==> src/common/mfh_pkg.sv <==
// Package for the micro finish, halt and refresh sequencing control.
// Assumes a single 200 MHz clock; all timing counts derive from it.
package mfh_pkg;

    // ********************
    // Timing constants.
    // ********************
    localparam int CLK_MHZ            = 200;     // Clock rate in MHz.
    localparam int PULSE_CYCLES       = 2;       // Console pulse length.
    localparam int REFRESH_TIMER_US   = 62;      // Refresh timer in us.
    localparam int DEMAND_REFRESH_MS  = 62;      // Demand period in ms.
    // Refresh timer in clock cycles, an exact product so nothing is rounded.
    localparam int REFRESH_TIMER_CYC  = REFRESH_TIMER_US * CLK_MHZ;
    // Demand refresh period in clock cycles.
    localparam int DEMAND_REFRESH_CYC = DEMAND_REFRESH_MS * 1000 * CLK_MHZ;
    localparam int SEQ_ENABLES        = 4;       // Sequence enable count.
    localparam int PARITY_MODULES     = 4;       // Memory module count.

    // ********************
    // Interrupt status bit positions.
    // ********************
    localparam int IRQ_HALTED  = 0;              // Processor halted.
    localparam int IRQ_REFRESH = 1;              // Refresh granted.
    localparam int IRQ_BADPAR  = 2;              // Bad parity forced.
    localparam int IRQ_BITS    = 3;              // Status width.

    // ********************
    // Register indices on the plain register port.
    // ********************
    localparam logic [3:0] REG_STATUS  = 4'h0;   // Sticky events.
    localparam logic [3:0] REG_MASK    = 4'h1;   // Interrupt mask.
    localparam logic [3:0] REG_CONTROL = 4'h2;   // Step mode control.
    localparam logic [3:0] REG_STATE   = 4'h3;   // Live state view.
    localparam int CTRL_STEP = 0;                // Step mode bit.

    // ********************
    // Carriers.
    // ********************
    // Halt sources gathered from the decoder, tape and fetch logic.
    typedef struct packed {
        logic halt_micro;        // Halt micro decoded.
        logic fetch_parity_err;  // Parity error on micro fetch.
        logic tape_parity_err;   // Cassette parity error.
        logic stop_at_gap;       // Stop at gap micro.
        logic stop_unequal;      // Stop on unequal micro.
    } mfh_halt_src_t;

    // Bounds check inputs from the address path.
    typedef struct packed {
        logic       out_of_bounds;   // Address outside bounds.
        logic       at_upper_limit;  // Address at upper limit.
        logic [1:0] limit_module;    // Module chosen at the limit.
        logic [3:0] module_oob;      // Module lies out of bounds.
        logic       key_in_bounds;   // Key byte address in bounds.
    } mfh_bounds_t;

    // Forced parity terms toward S-memory.
    typedef struct packed {
        logic       force_parity_bad;            // Force a parity error.
        logic [2:0] force_parity_good_limit;     // Good parity at limit.
        logic [3:0] force_parity_good_module_n;  // Good parity per module.
    } mfh_parity_t;

endpackage : mfh_pkg

==> src/rtl/mfh_ctl.sv <==
// Micro finish, halt, run state and S-memory refresh sequencing control.
// Assumes console buttons are already debounced and synchronous to clk_in.

// What this block does
// - Finish only with a sequence enable asserted.
// - Registered finish fed to console flops.
// - Advance micro address unless refresh granted.
// - Halt button gives two-cycle pulse, sets pending.
// - Pending halt stops run at finish.
// - Listed halt sources reset the run flop, the gap and unequal stops only in tape run mode.
// - Halted state shown whenever run cleared.
// - Load timing pulse only while halted.
// - Defer refresh on sink, jump, halt pending.
// - Grant refresh only without console clear.
// - Reset refresh control on timer expiry.
// - General clear from console or power-up.
// - Force bad parity when out of bounds.
// - Force good parity at limit for modules 0 to 2.
// - Force good parity for out-of-bounds modules while the key byte address is in bounds.
// - Demand refresh set every 62 ms.
// - Suppress general clear during granted refresh.
module mfh_ctl #(
    parameter int REFRESH_TIMER = mfh_pkg::REFRESH_TIMER_CYC,
    parameter int DEMAND_PERIOD = mfh_pkg::DEMAND_REFRESH_CYC
) (
    // Clock and reset.
    input  wire logic                        clk_in,
    input  wire logic                        reset_in,
    // Micro decoder.
    input  wire logic [mfh_pkg::SEQ_ENABLES-1:0] sequence_enable_n_in,
    input  wire logic                        micro_timing_in,
    input  wire logic                        micro_sink_in,
    input  wire logic                        jump_pending_in,
    input  wire mfh_pkg::mfh_halt_src_t      halt_src_in,
    input  wire logic                        tape_run_mode_in,
    // Console pushbuttons.
    input  wire logic                        halt_button_in,
    input  wire logic                        load_button_in,
    input  wire logic                        clear_button_in,
    input  wire logic                        start_button_in,
    input  wire logic                        power_up_clear_in,
    // S-memory.
    input  wire logic                        refresh_request_in,
    input  wire mfh_pkg::mfh_bounds_t        bounds_in,
    // Register port.
    input  wire logic [3:0]                  reg_addr_in,
    input  wire logic [31:0]                 reg_wdata_in,
    input  wire logic                        reg_write_in,
    input  wire logic                        reg_read_in,
    output logic [31:0]                      reg_rdata_out,
    // Sequencing outputs.
    output logic                             micro_done_out,
    output logic                             micro_done_console_out,
    output logic                             done_advance_ok_out,
    output logic [15:0]                      micro_address_out,
    output logic                             halt_pending_out,
    output logic                             run_flop_out,
    output logic                             halted_state_out,
    output logic                             console_load_timing_out,
    output logic                             refresh_granted_flop_out,
    output logic                             demand_refresh_flop_out,
    output logic                             general_clear_out,
    output mfh_pkg::mfh_parity_t             parity_out,
    output logic                             irq_out
);
    import mfh_pkg::*;

    // ********************
    // State and combinational terms.
    // ********************
    logic        done_r;          // Registered finish term.
    logic        done_con_r;      // Finish copy for console flops.
    logic        adv_r;           // Advance permit registered.
    logic [15:0] mar_r;           // Micro address register.
    logic        pend_r;          // Halt pending flop.
    logic        run_r;           // Run flop.
    logic        halted_r;        // Halt state copy.
    logic [1:0]  halt_cnt_r;      // Halt pulse counter.
    logic        halt_btn_d_r;    // Halt button delayed.
    logic        halt_pulse;      // Two-cycle halt pulse.
    logic [1:0]  load_cnt_r;      // Load pulse counter.
    logic        load_btn_d_r;    // Load button delayed.
    logic        load_r;          // Load timing output flop.
    logic        grf_r;           // Granted refresh flop.
    logic        ctl_r;           // Refresh control flop.
    logic        drf_r;           // Demand refresh flop.
    logic [31:0] rtmr_r;          // Refresh timer.
    logic [31:0] dtmr_r;          // Demand refresh timer.
    logic        gclr_r;          // General clear output flop.
    logic        gclr;            // General clear term.
    mfh_parity_t par_r;           // Forced parity flops.
    logic        step_r;          // Step mode control bit.
    logic [IRQ_BITS-1:0] stat_r;  // Sticky status.
    logic [IRQ_BITS-1:0] mask_r;  // Interrupt mask.
    logic [IRQ_BITS-1:0] ev;      // Event strobes.
    logic        irq_r;           // Interrupt output flop.
    logic [31:0] rdata_r;         // Read data flop.
    logic        done_nxt;        // Finish term this cycle.
    logic        permit;          // Refresh hold permit.
    logic        grant_nxt;       // Refresh grant this cycle.
    logic        halt_any;        // Any halt condition.
    logic        rst;             // Combined clear.

    // Finish requires any sequence enable with micro timing.
    assign done_nxt  = (|sequence_enable_n_in) & micro_timing_in;
    // Refresh permitted unless sink, jump or halt pending.
    assign permit    = ~(micro_sink_in | jump_pending_in | pend_r);
    // Grant only while no console clear is pressed.
    assign grant_nxt = ctl_r & ~grf_r & ~clear_button_in
                       & (permit | done_nxt);
    // Clear from console or power-up, blocked by granted refresh.
    assign gclr = (clear_button_in | power_up_clear_in) & ~grf_r;
    assign rst  = reset_in | gclr;
    assign halt_pulse = (halt_cnt_r != 2'h0);
    // Halt sources reset the run flop; stop at gap and stop unequal only in tape run mode.
    assign halt_any = halt_pulse | halt_src_in.halt_micro
                    | halt_src_in.fetch_parity_err
                    | halt_src_in.tape_parity_err
                    | ((halt_src_in.stop_at_gap | halt_src_in.stop_unequal)
                       & tape_run_mode_in)
                    | (step_r & done_nxt)
                    | (pend_r & done_nxt);

    // ********************
    // Finish and micro address.
    // ********************
    // Finish is registered and advances the address unless refresh.
    always_ff @(posedge clk_in) begin
        if (rst) begin
            done_r     <= 1'b0;
            done_con_r <= 1'b0;
            adv_r      <= 1'b0;
            mar_r      <= 16'h0000;
        end else begin
            done_r     <= done_nxt;
            done_con_r <= done_nxt;
            adv_r      <= done_nxt & ~grant_nxt;
            if (done_nxt && !grant_nxt) begin
                mar_r <= mar_r + 16'h0001;
            end
        end
    end

    // ********************
    // Halt request and run state.
    // ********************
    // Halt button edge yields a two-cycle pulse and sets pending.
    always_ff @(posedge clk_in) begin
        if (rst) begin
            halt_cnt_r   <= 2'h0;
            halt_btn_d_r <= 1'b0;
            pend_r       <= 1'b0;
        end else begin
            halt_btn_d_r <= halt_button_in;
            if (halt_button_in && !halt_btn_d_r) begin
                halt_cnt_r <= 2'(PULSE_CYCLES);
            end else if (halt_pulse) begin
                halt_cnt_r <= halt_cnt_r - 2'h1;
            end
            if (halt_pulse) begin
                pend_r <= 1'b1;
            end else if (!run_r) begin
                pend_r <= 1'b0;              // Halt reached.
            end
        end
    end

    // Run flop sets on start and resets on any halt condition.
    always_ff @(posedge clk_in) begin
        if (rst) begin
            run_r    <= 1'b0;
            halted_r <= 1'b1;
        end else begin
            if (halt_any) begin
                run_r    <= 1'b0;
                halted_r <= 1'b1;
            end else if (start_button_in) begin
                run_r    <= 1'b1;
                halted_r <= 1'b0;
            end
        end
    end

    // Load timing pulse of two cycles only while halted.
    always_ff @(posedge clk_in) begin
        if (rst) begin
            load_cnt_r   <= 2'h0;
            load_btn_d_r <= 1'b0;
            load_r       <= 1'b0;
        end else begin
            load_btn_d_r <= load_button_in;
            if (load_button_in && !load_btn_d_r && halted_r) begin
                load_cnt_r <= 2'(PULSE_CYCLES - 1);
            end else if (load_cnt_r != 2'h0) begin
                load_cnt_r <= load_cnt_r - 2'h1;
            end
            load_r <= halted_r & ((load_cnt_r != 2'h0)
                     | (load_button_in & ~load_btn_d_r));
        end
    end

    // ********************
    // Refresh arbitration.
    // ********************
    // Control flop arms on demand; timer expiry without grant resets it.
    always_ff @(posedge clk_in) begin
        if (rst) begin
            ctl_r  <= 1'b0;
            grf_r  <= 1'b0;
            rtmr_r <= 32'h0000_0000;
        end else begin
            grf_r <= grant_nxt;
            if (drf_r || refresh_request_in) begin
                ctl_r  <= 1'b1;
                rtmr_r <= 32'(REFRESH_TIMER);
            end else if (ctl_r) begin
                if (rtmr_r != 32'h0000_0000) begin
                    rtmr_r <= rtmr_r - 32'h0000_0001;
                end else if (!grf_r) begin
                    ctl_r <= 1'b0;
                end
                if (grant_nxt) begin
                    ctl_r <= 1'b0;           // Served.
                end
            end
        end
    end

    // Demand refresh flop sets once per demand period.
    always_ff @(posedge clk_in) begin
        if (rst) begin
            drf_r  <= 1'b0;
            dtmr_r <= 32'h0000_0000;
        end else begin
            if (dtmr_r >= 32'(DEMAND_PERIOD - 1)) begin
                dtmr_r <= 32'h0000_0000;
                drf_r  <= 1'b1;
            end else begin
                dtmr_r <= dtmr_r + 32'h0000_0001;
                drf_r  <= 1'b0;
            end
        end
    end

    // ********************
    // Clear and forced parity.
    // ********************
    // General clear is registered; its flop clears on reset_in alone.
    always_ff @(posedge clk_in) begin
        if (reset_in) begin
            gclr_r <= 1'b0;
        end else begin
            gclr_r <= gclr;
        end
    end

    // Forced parity terms from the bounds check.
    always_ff @(posedge clk_in) begin
        if (rst) begin
            par_r <= '0;
        end else begin
            par_r.force_parity_bad <= bounds_in.out_of_bounds;
            for (int i = 0; i < 3; i++) begin
                par_r.force_parity_good_limit[i] <=
                    bounds_in.at_upper_limit & ~bounds_in.out_of_bounds
                    & (bounds_in.limit_module == 2'(i));
            end
            par_r.force_parity_good_module_n <= bounds_in.module_oob
                & {PARITY_MODULES{bounds_in.key_in_bounds}};
        end
    end

    // ********************
    // Interrupts and register port.
    // ********************
    assign ev[IRQ_HALTED]  = halt_any & run_r;
    assign ev[IRQ_REFRESH] = grant_nxt;
    assign ev[IRQ_BADPAR]  = bounds_in.out_of_bounds;

    // Sticky status: write one clears, a new event wins over the clear.
    always_ff @(posedge clk_in) begin
        if (reset_in) begin
            stat_r <= '0;
            mask_r <= '0;
            step_r <= 1'b0;
            irq_r  <= 1'b0;
        end else begin
            if (reg_write_in && reg_addr_in == REG_STATUS) begin
                stat_r <= (stat_r & ~reg_wdata_in[IRQ_BITS-1:0]) | ev;
            end else begin
                stat_r <= stat_r | ev;
            end
            if (reg_write_in && reg_addr_in == REG_MASK) begin
                mask_r <= reg_wdata_in[IRQ_BITS-1:0];
            end
            if (reg_write_in && reg_addr_in == REG_CONTROL) begin
                step_r <= reg_wdata_in[CTRL_STEP];
            end
            irq_r <= |(stat_r & mask_r);
        end
    end

    // Read data stands the cycle after the read strobe only.
    always_ff @(posedge clk_in) begin
        if (reset_in || !reg_read_in) begin
            rdata_r <= 32'h0000_0000;
        end else begin
            unique case (reg_addr_in)
                REG_STATUS:  rdata_r <= 32'(stat_r);
                REG_MASK:    rdata_r <= 32'(mask_r);
                REG_CONTROL: rdata_r <= 32'(step_r);
                REG_STATE:   rdata_r <= {11'h000, grf_r, drf_r, pend_r,
                                         halted_r, run_r, mar_r};
                default:     rdata_r <= 32'h0000_0000;
            endcase
        end
    end

    // Outputs straight from flops.
    assign reg_rdata_out            = rdata_r;
    assign micro_done_out           = done_r;
    assign micro_done_console_out   = done_con_r;
    assign done_advance_ok_out      = adv_r;
    assign micro_address_out        = mar_r;
    assign halt_pending_out         = pend_r;
    assign run_flop_out             = run_r;
    assign halted_state_out         = halted_r;
    assign console_load_timing_out  = load_r;
    assign refresh_granted_flop_out = grf_r;
    assign demand_refresh_flop_out  = drf_r;
    assign general_clear_out        = gclr_r;
    assign parity_out               = par_r;
    assign irq_out                  = irq_r;

endmodule // mfh_ctl

==> config.mk <==
export PLATFORM = sky130hd
export DESIGN_NAME = mfh_ctl
export DESIGN_NICKNAME = d
export VERILOG_FILES = /design/src/common/mfh_pkg.sv /design/src/rtl/mfh_ctl.sv
export SDC_FILE = /design/constraint.sdc
export NUM_CORES = 1
export LEC_CHECK = 0
export ABC_AREA = 1
export BUFFER_PORTS_ARGS = -buffer_cell sky130_fd_sc_hd__buf_2
export CORE_ASPECT_RATIO = 1.75
export CORE_UTILIZATION = 49
export CTS_CLUSTER_SIZE = 40
export DETAILED_ROUTE_END_ITERATION = 8
export GPL_TIMING_DRIVEN = 1
export PLACE_DENSITY_LB_ADDON = 0.05
export SYNTH_ARGS = -nofsm -noshare
export SYNTH_HDL_FRONTEND = slang
export SYNTH_SLANG_ARGS = --single-unit
==> constraint.sdc <==
create_clock -name clk_in -period 1.5 [get_ports clk_in]
set_clock_uncertainty 0.05 [all_clocks]
set_input_delay 0.3 -clock clk_in [delete_from_list [all_inputs] [get_ports clk_in]]
set_output_delay 0.3 -clock clk_in [all_outputs]
set_load 0.05 [all_outputs]
==> results of run 1 <==
## kinds of logic (layout without fill, tap and decap cells)
logic type      after synthesis  after routing  share of synthesized area
simple gates                494            494                      0.348
flops                       133            133                      0.430
buf+inv                     124            368                     0.0890
compound gates               91             91                     0.0824
xor+xnor                     30             30                     0.0424
fa+ha+maj                     4              4                    0.00808
other cells                   1             19                   0.000605
## metal layers
metal | up-vias | global-route usage
li1 | 3274 | -
met1 | 3009 | 0.257
met2 | 181 | 0.535
met3 | 73 | 0.0469
met4 | 0 | 0.184
met5 | - | 0
## critical path: cells and delay by family (launching register included)
family / cells / cell delay, ps
AND/OR/NAND/NOR: 6 / 700
buffers and inverters: 2 / 320
AO/OA/AOI/OAI: 1 / 80
flip-flops: 1 / 340
## flip-flops by register name, indices dropped and copies added (netlist names), 2 cells and up
register / flops
rtmr_r: 32
parity_out: 8
dtmr_r: 32
micro_address_out: 16
halt_cnt_r: 2
stat_r: 3
mask_r: 3
reg_rdata_out: 21
load_cnt_r: 2
## path summary, 6_finish.rpt
check | from | endpoint | slack, ps | cells past startpoint
hold / removal | bounds_in[5] | parity_out[4]$_SDFF_PP0_ | 20 | 2
hold reg to reg | demand_refresh_flop_out$_SDFF_PP0_ | reg_rdata_out[19]$_SDFF_PP0_ | 410 | 2
setup reg to reg | dtmr_r[5]$_SDFF_PP0_ | dtmr_r[5]$_SDFF_PP0_ | -110 | 9
setup / recovery | dtmr_r[5]$_SDFF_PP0_ | dtmr_r[5]$_SDFF_PP0_ | -110 | 9
## cell usage in the layout, fill, tap and decap left out, types with 15 or more instances in the layout
cell / instances
nand2_1: 169
o21ai_0: 16
nand2_4: 15
buf_4: 129
nand3_1: 42
dfxtp_1: 101
nand2_2: 37
dfxtp_2: 25
nor2_2: 34
clkbuf_16: 19
a21oi_1: 33
nor2_4: 34
nor2_1: 90
nor3_1: 27
inv_1: 81
buf_2: 89
a21oi_2: 24
conb_1: 19
## timing repair
item,CTS,global route
cloned,3,2
setup buffers,10,9
pin swaps,44,60
endpoints found under the hold margin,1,0
setup endpoints to repair,67,69
hold buffers,1,0
gates resized for setup,113,145
## area by class of cell
class / count / area share
Timing Repair Buffer: 243 / 0.191
Clock buffer: 20 / 0.0469
Inverter: 93 / 0.0381
Multi-Input combinational cell: 638 / 0.399
Clock inverter: 12 / 0.0175
Tap cell: 168 / 0.0221
Sequential cell: 133 / 0.285
## stage by stage
stage | total power, W | cells | setup WS, ps
3_3_place_gp | 0.00437 | 1250 | -157
2_1_floorplan | 0.00414 | 895 | 7.24
3_5_place_dp | 0.00438 | 1250 | -185
4_1_cts | 0.00876 | 1296 | -95.1
6_report | 0.00875 | 1307 | -112
5_1_grt | 0.00905 | 1307 | -213
## where the power goes
| group | switching (W) | internal [W] |
|---|---|---|
| sequential | 0.0000229 | 0.00356 |
| combinational | 0.000513 | 0.000319 |
| clock | 0.00164 | 0.00270 |
| total | 0.00218 | 0.00657 |
==> flow_summary.json, run 1 <==
{
  "status": "complete, but fails checks",
  "violations": "setup timing",
  "crit_slowest_cell": "dfxtp_1",
  "nets": 1198,
  "clock_path_buffers": 2,
  "overflow": 0,
  "critPathLaunchType": "register",
  "endpoint_kind": "register",
  "yosys-top-cells-count": "nand2_1, nor2_1, dfxtp_1",
  "cts_made_buffers": 17,
  "fin_area_mm2": 0.00953,
  "worstHoldPathType": "in -> reg",
  "synth_flop_cell": "dfxtp_1",
  "fp.coreArea_mm2": 0.0124,
  "peakVddDrop_mv": 0.944,
  "start_util": 0.501,
  "ios": 135,
  "cellLeakagePower_nw": 4.25,
  "synth_top_area_share": 0.430,
  "drt_iter0_markers": 228,
  "gp_congestion": 0.906,
  "finalWirelength_um": 18700,
  "drtPass1Iterations": 5,
  "worstPathCellList": "buf_4 -> nand2_1 -> nor2_4 -> a21oi_2 -> nor2_2 -> nor2_4 -> nand2_4 -> clkbuf_16 -> nor2_2",
  "post-route-util": 0.771,
  "synthTopCellsByArea": "dfxtp_1, nand2_1, nor2_1, inv_1, nand3_1",
  "wl_per_cell_um": 14.3,
  "finalSetupTns_ps": -4130,
  "maxCapViolCount": 0,
  "n_antenna_cell": 0,
  "critical_path.max_fanout": 5,
  "power-per-cell-area_mw_per_mm2": 918,
  "period_needed_ps": 1610,
  "async_flop_share": 0,
  "placementRows": 54,
  "ys_seq_elements": 133,
  "rsz0062_at_grt": "yes",
  "postSynthCellCount": 877,
  "ys_warn_count": 0,
  "critical_path_class": "reg -> reg",
  "io_buffers": 94,
  "cts_htree_levels": 4,
  "die_x_um": 87.0,
  "cts_tree": "built",
  "fp.dieArea_mm2": 0.0131,
  "report.final.slew_viol_count": 0,
  "syn_area_mm2": 0.00620,
  "final-hold-violation-count": 0,
  "fmax_ghz": 0.620,
  "drive_above_1_share": 0.435,
  "placed_area_mm2": 0.00779,
  "met1_length_um": 6530,
  "ff_latch_area_mm2": 0.00272,
  "clk_pin_slew_ps": 60,
  "clockRootBuffer": "clkbuf_16",
  "dr_wl_met3_um": 820,
  "clk_latency_ps": 420,
  "max_stage_delay_ps": 340,
  "drc": 0,
  "ys_seq_area_frac": 0.430,
  "required_ps": 1750,
  "yosys.area.top_type": "dfxtp_1",
  "wl_met2_um": 10300,
  "grtUsageTotal": 0.277,
  "grt_pass1_vias": 6194,
  "cp.arrival_ps": 1860,
  "vias": 6537,
  "synth_area_per_cell_um2": 7.07,
  "grt_pass1_wl_um": 27700,
  "syn_to_final_growth_pct": 53.8,
  "n_fill_cell": 882,
  "die_h_um": 151,
  "synth.most_common_cell": "nand2_1",
  "synth-edff-count": 0,
  "synth.distinct_cells": 42,
  "top_layer_used": "met4",
  "drt-vias-per-instance": 5.00,
  "multi_input_area_mm2": 0.00380,
  "hold_ws_ps": 20.6,
  "setup_slack_ps": -112,
  "antenna_found_initial": 0,
  "ant_nets": 0,
  "finalCritPeriodShare": 1.07,
  "setup_violations": 54,
  "cts_sinks": 133,
  "grt_max_degree": 23,
  "place_hpwl_um": 12400
}
No activity file was read; power rests on OpenSTA's default activity.
==> run 2: changes to the inputs <==
==> config.mk (replaced) <==
export PLATFORM = sky130hd
export DESIGN_NAME = mfh_ctl
export DESIGN_NICKNAME = d
export VERILOG_FILES = /design/src/common/mfh_pkg.sv /design/src/rtl/mfh_ctl.sv
export SDC_FILE = /design/constraint.sdc
export NUM_CORES = 1
export LEC_CHECK = 0
export BUFFER_PORTS_ARGS = -buffer_cell sky130_fd_sc_hd__buf_2
export CORE_ASPECT_RATIO = 1.75
export CORE_UTILIZATION = 48
export CTS_CLUSTER_SIZE = 40
export DETAILED_ROUTE_END_ITERATION = 8
export GPL_TIMING_DRIVEN = 0
export PLACE_DENSITY = 0.76
export SYNTH_ARGS = -nofsm -noshare
export SYNTH_HDL_FRONTEND = slang
export SYNTH_SLANG_ARGS = --single-unit
==> flow_summary.json, run 2 <==
{
  "status": "complete, but fails checks",
  "violations": "setup timing",
  "fin_cells": 923,
  "reg2reg_from": "rtmr_r[0]$_SDFFE_PP0P_",
  "ys_seq_area_frac": 0.497,
  "synth.distinct_cells": 55,
  "syn_area_mm2": 0.00536,
  "synth.most_common_cell": "dfxtp_1",
  "nets": 852,
  "grt_max_degree": 17,
  "postCtsHoldBufs": 0,
  "postSynthCellCount": 579,
  "fmax_ghz": 0.407,
  "antenna_found_initial": 0,
  "drive_above_1_share": 0.477,
  "post-place-cells": 818,
  "pwr-share-clk": 0.517,
  "critical_path.max_fanout": 6,
  "critPathLaunchType": "register",
  "n_antenna_cell": 0,
  "wl_per_cell_um": 20.6,
  "holdPathStages": 2,
  "grtUsageTotal": 0.274,
  "multi_input_area_mm2": 0.00335,
  "endpoint_kind": "register",
  "gp_congestion": 0.871,
  "layout_common_cells": "dfxtp_1, buf_2, buf_4",
  "layout_commonest_cell": "dfxtp_1",
  "ios": 135,
  "overflow": 0,
  "max_stage_delay_ps": 510,
  "clk_latency_ps": 430,
  "clockRootBuffer": "clkbuf_16",
  "power-per-cell-area_mw_per_mm2": 1040,
  "placementRows": 50,
  "maxCapViolCount": 0,
  "place_hpwl_um": 9040,
  "required_ps": 1810,
  "vias": 5619,
  "rr_endpoint": "rtmr_r[28]$_SDFFE_PP0P_",
  "synth_top_area_share": 0.497,
  "ant_nets": 0,
  "worstPathCellList": "inv_2 -> ha_4 -> or4b_4 -> nor3_4 -> nand4b_1 -> clkbuf_8 -> or4_4 -> a21oi_2",
  "worst_slew_pin_slew_ps": 796,
  "die_x_um": 81.9,
  "synthTopCellsByArea": "dfxtp_1, nor2_1, xnor2_1, a21oi_1, or4_1",
  "peakVddDrop_mv": 1.09,
  "fp.dieArea_mm2": 0.0116,
  "critPathTopFamily": "simple AND/OR/NAND/NOR gates",
  "cts_htree_levels": 4,
  "r2r_cells": 8,
  "finalCritPeriodShare": 1.64,
  "setup_violations": 68,
  "drc": 0,
  "synth_flop_cell": "dfxtp_1",
  "yosys.area.top_type": "dfxtp_1",
  "placed_area_mm2": 0.00629,
  "ys_seq_elements": 133,
  "finalWirelength_um": 19100,
  "io_buffers": 91,
  "final-hold-violation-count": 0,
  "worstHoldStart": "bounds_in[6]",
  "r2r_slack_ps": -950,
  "ys_warn_count": 0,
  "drt-vias-per-instance": 6.09,
  "cts_tree": "built",
  "clock_path_buffers": 2,
  "seqPwrFrac": 0.409,
  "worstHoldPathType": "in -> reg",
  "comb_power_share": 0.074,
  "cts_made_buffers": 17,
  "die_h_um": 142,
  "synth-edff-count": 0,
  "synth_area_per_cell_um2": 9.25,
  "grt_pass1_wl_um": 24300,
  "period_needed_ps": 2450,
  "hold-path-endpoint": "parity_out[5]$_SDFF_PP0_",
  "fin_area_mm2": 0.00836,
  "start_util": 0.498,
  "n_fill_cell": 615,
  "path_buf_inv": 2,
  "internal_power_w": 0.00661,
  "grt_pass1_vias": 5282,
  "cp.arrival_ps": 2760,
  "setup_slack_ps": -955,
  "async_flop_share": 0,
  "drtPass1Iterations": 5,
  "rsz0062_at_grt": "yes",
  "slew_headroom": 0.468,
  "netSwitchingPower_w": 0.00212,
  "cellLeakagePower_nw": 3.37,
  "cts_sinks": 133,
  "switching_share": 0.243,
  "critical_path_class": "reg -> reg",
  "fp.coreArea_mm2": 0.0108,
  "crit_slowest_cell": "or4b_4",
  "syn_to_final_growth_pct": 56.0,
  "report.final.slew_viol_count": 0,
  "clk_pin_slew_ps": 60,
  "drt_iter0_markers": 484,
  "yosys-top-cells-count": "dfxtp_1, nor2_1, a21oi_1",
  "ff_latch_area_mm2": 0.00274
}
## run 2: cells by family (layout without fill, tap and decap cells)
logic type	after synthesis	count (layout)	synth area share
AO/OA/AOI/OAI	91	91	0.110
XOR/XNOR	39	39	0.0638
adder cells (fa/ha/maj)	4	4	0.00934
buffers and inverters	46	242	0.0423
flip-flops	133	133	0.497
multiplexers	9	9	0.0173
other	1	19	0.000700
AND/OR/NAND/NOR	256	256	0.260
## run 2: power by group through the flow
stage / sequential [W] / clock (W) / combinational, W
after floorplan: 0.00368 / 0 / 0.000272
final: 0.00357 / 0.00451 / 0.000647
after CTS: 0.00357 / 0.00445 / 0.000513
after global routing: 0.00357 / 0.00469 / 0.000679
after global placement: 0.00365 / 0 / 0.000421
after detailed placement: 0.00365 / 0 / 0.000430
## run 2: cell type report
class / instances / share of cell area
repair buffers: 167 / 0.142
inverters: 15 / 0.00673
plain buffers: 28 / 0.0280
clock inverters: 13 / 0.0235
clock buffers: 19 / 0.0518
flip-flops and latches: 133 / 0.328
multi-input cells: 418 / 0.401
well taps: 130 / 0.0195
## run 2: worst max-delay path by stage
stage          cells after the start                    start                 endpoint  slack [ps]
2_1_floorplan                      5  rtmr_r[27]$_SDFFE_PP0P_  rtmr_r[31]$_SDFFE_PP0P_        -700
3_3_place_gp                       7  rtmr_r[27]$_SDFFE_PP0P_   rtmr_r[5]$_SDFFE_PP0P_       -1060
3_5_place_dp                       7  rtmr_r[27]$_SDFFE_PP0P_   rtmr_r[5]$_SDFFE_PP0P_       -1110
4_1_cts                            8   rtmr_r[0]$_SDFFE_PP0P_  rtmr_r[28]$_SDFFE_PP0P_        -800
5_1_grt                            8   rtmr_r[0]$_SDFFE_PP0P_         ctl_r$_SDFF_PP0_       -1010
6_report                           8   rtmr_r[0]$_SDFFE_PP0P_  rtmr_r[28]$_SDFFE_PP0P_        -950
## run 2: routing by layer
layer / vias up / wire (µm) / global-route usage
met2: 379 / 9900 / 0.503
met5: - / 0 / 0
met3: 123 / 1330 / 0.0740
met4: 0 / 1530 / 0.177
met1: 2661 / 6300 / 0.254
li1: 2456 / - / -
## run 2: what timing repair did
item / 4_1_cts / 5_1_grt
pin swaps: 43 / 56
buffers inserted: 46 / 30
cloned: 3 / 1
setup endpoints to repair: 100 / 90
resized for setup: 88 / 129
## run 2: metrics by stage
| step | setup slack [ps] | setup TNS (ps) | power [W] | hold slack, ps | util |
|---|---|---|---|---|---|
| floorplan | -705 | -21060 | 0.00395 | 326 | - |
| global placement | -1060 | -59290 | 0.00407 | 373 | 0.585 |
| detailed placement | -1110 | -63510 | 0.00408 | 392 | 0.585 |
| CTS | -799 | -27200 | 0.00854 | 6.83 | 0.715 |
| global route | -1010 | -39080 | 0.00894 | 18.1 | 0.777 |
| finish | -955 | -36170 | 0.00873 | 11.7 | 0.777 |
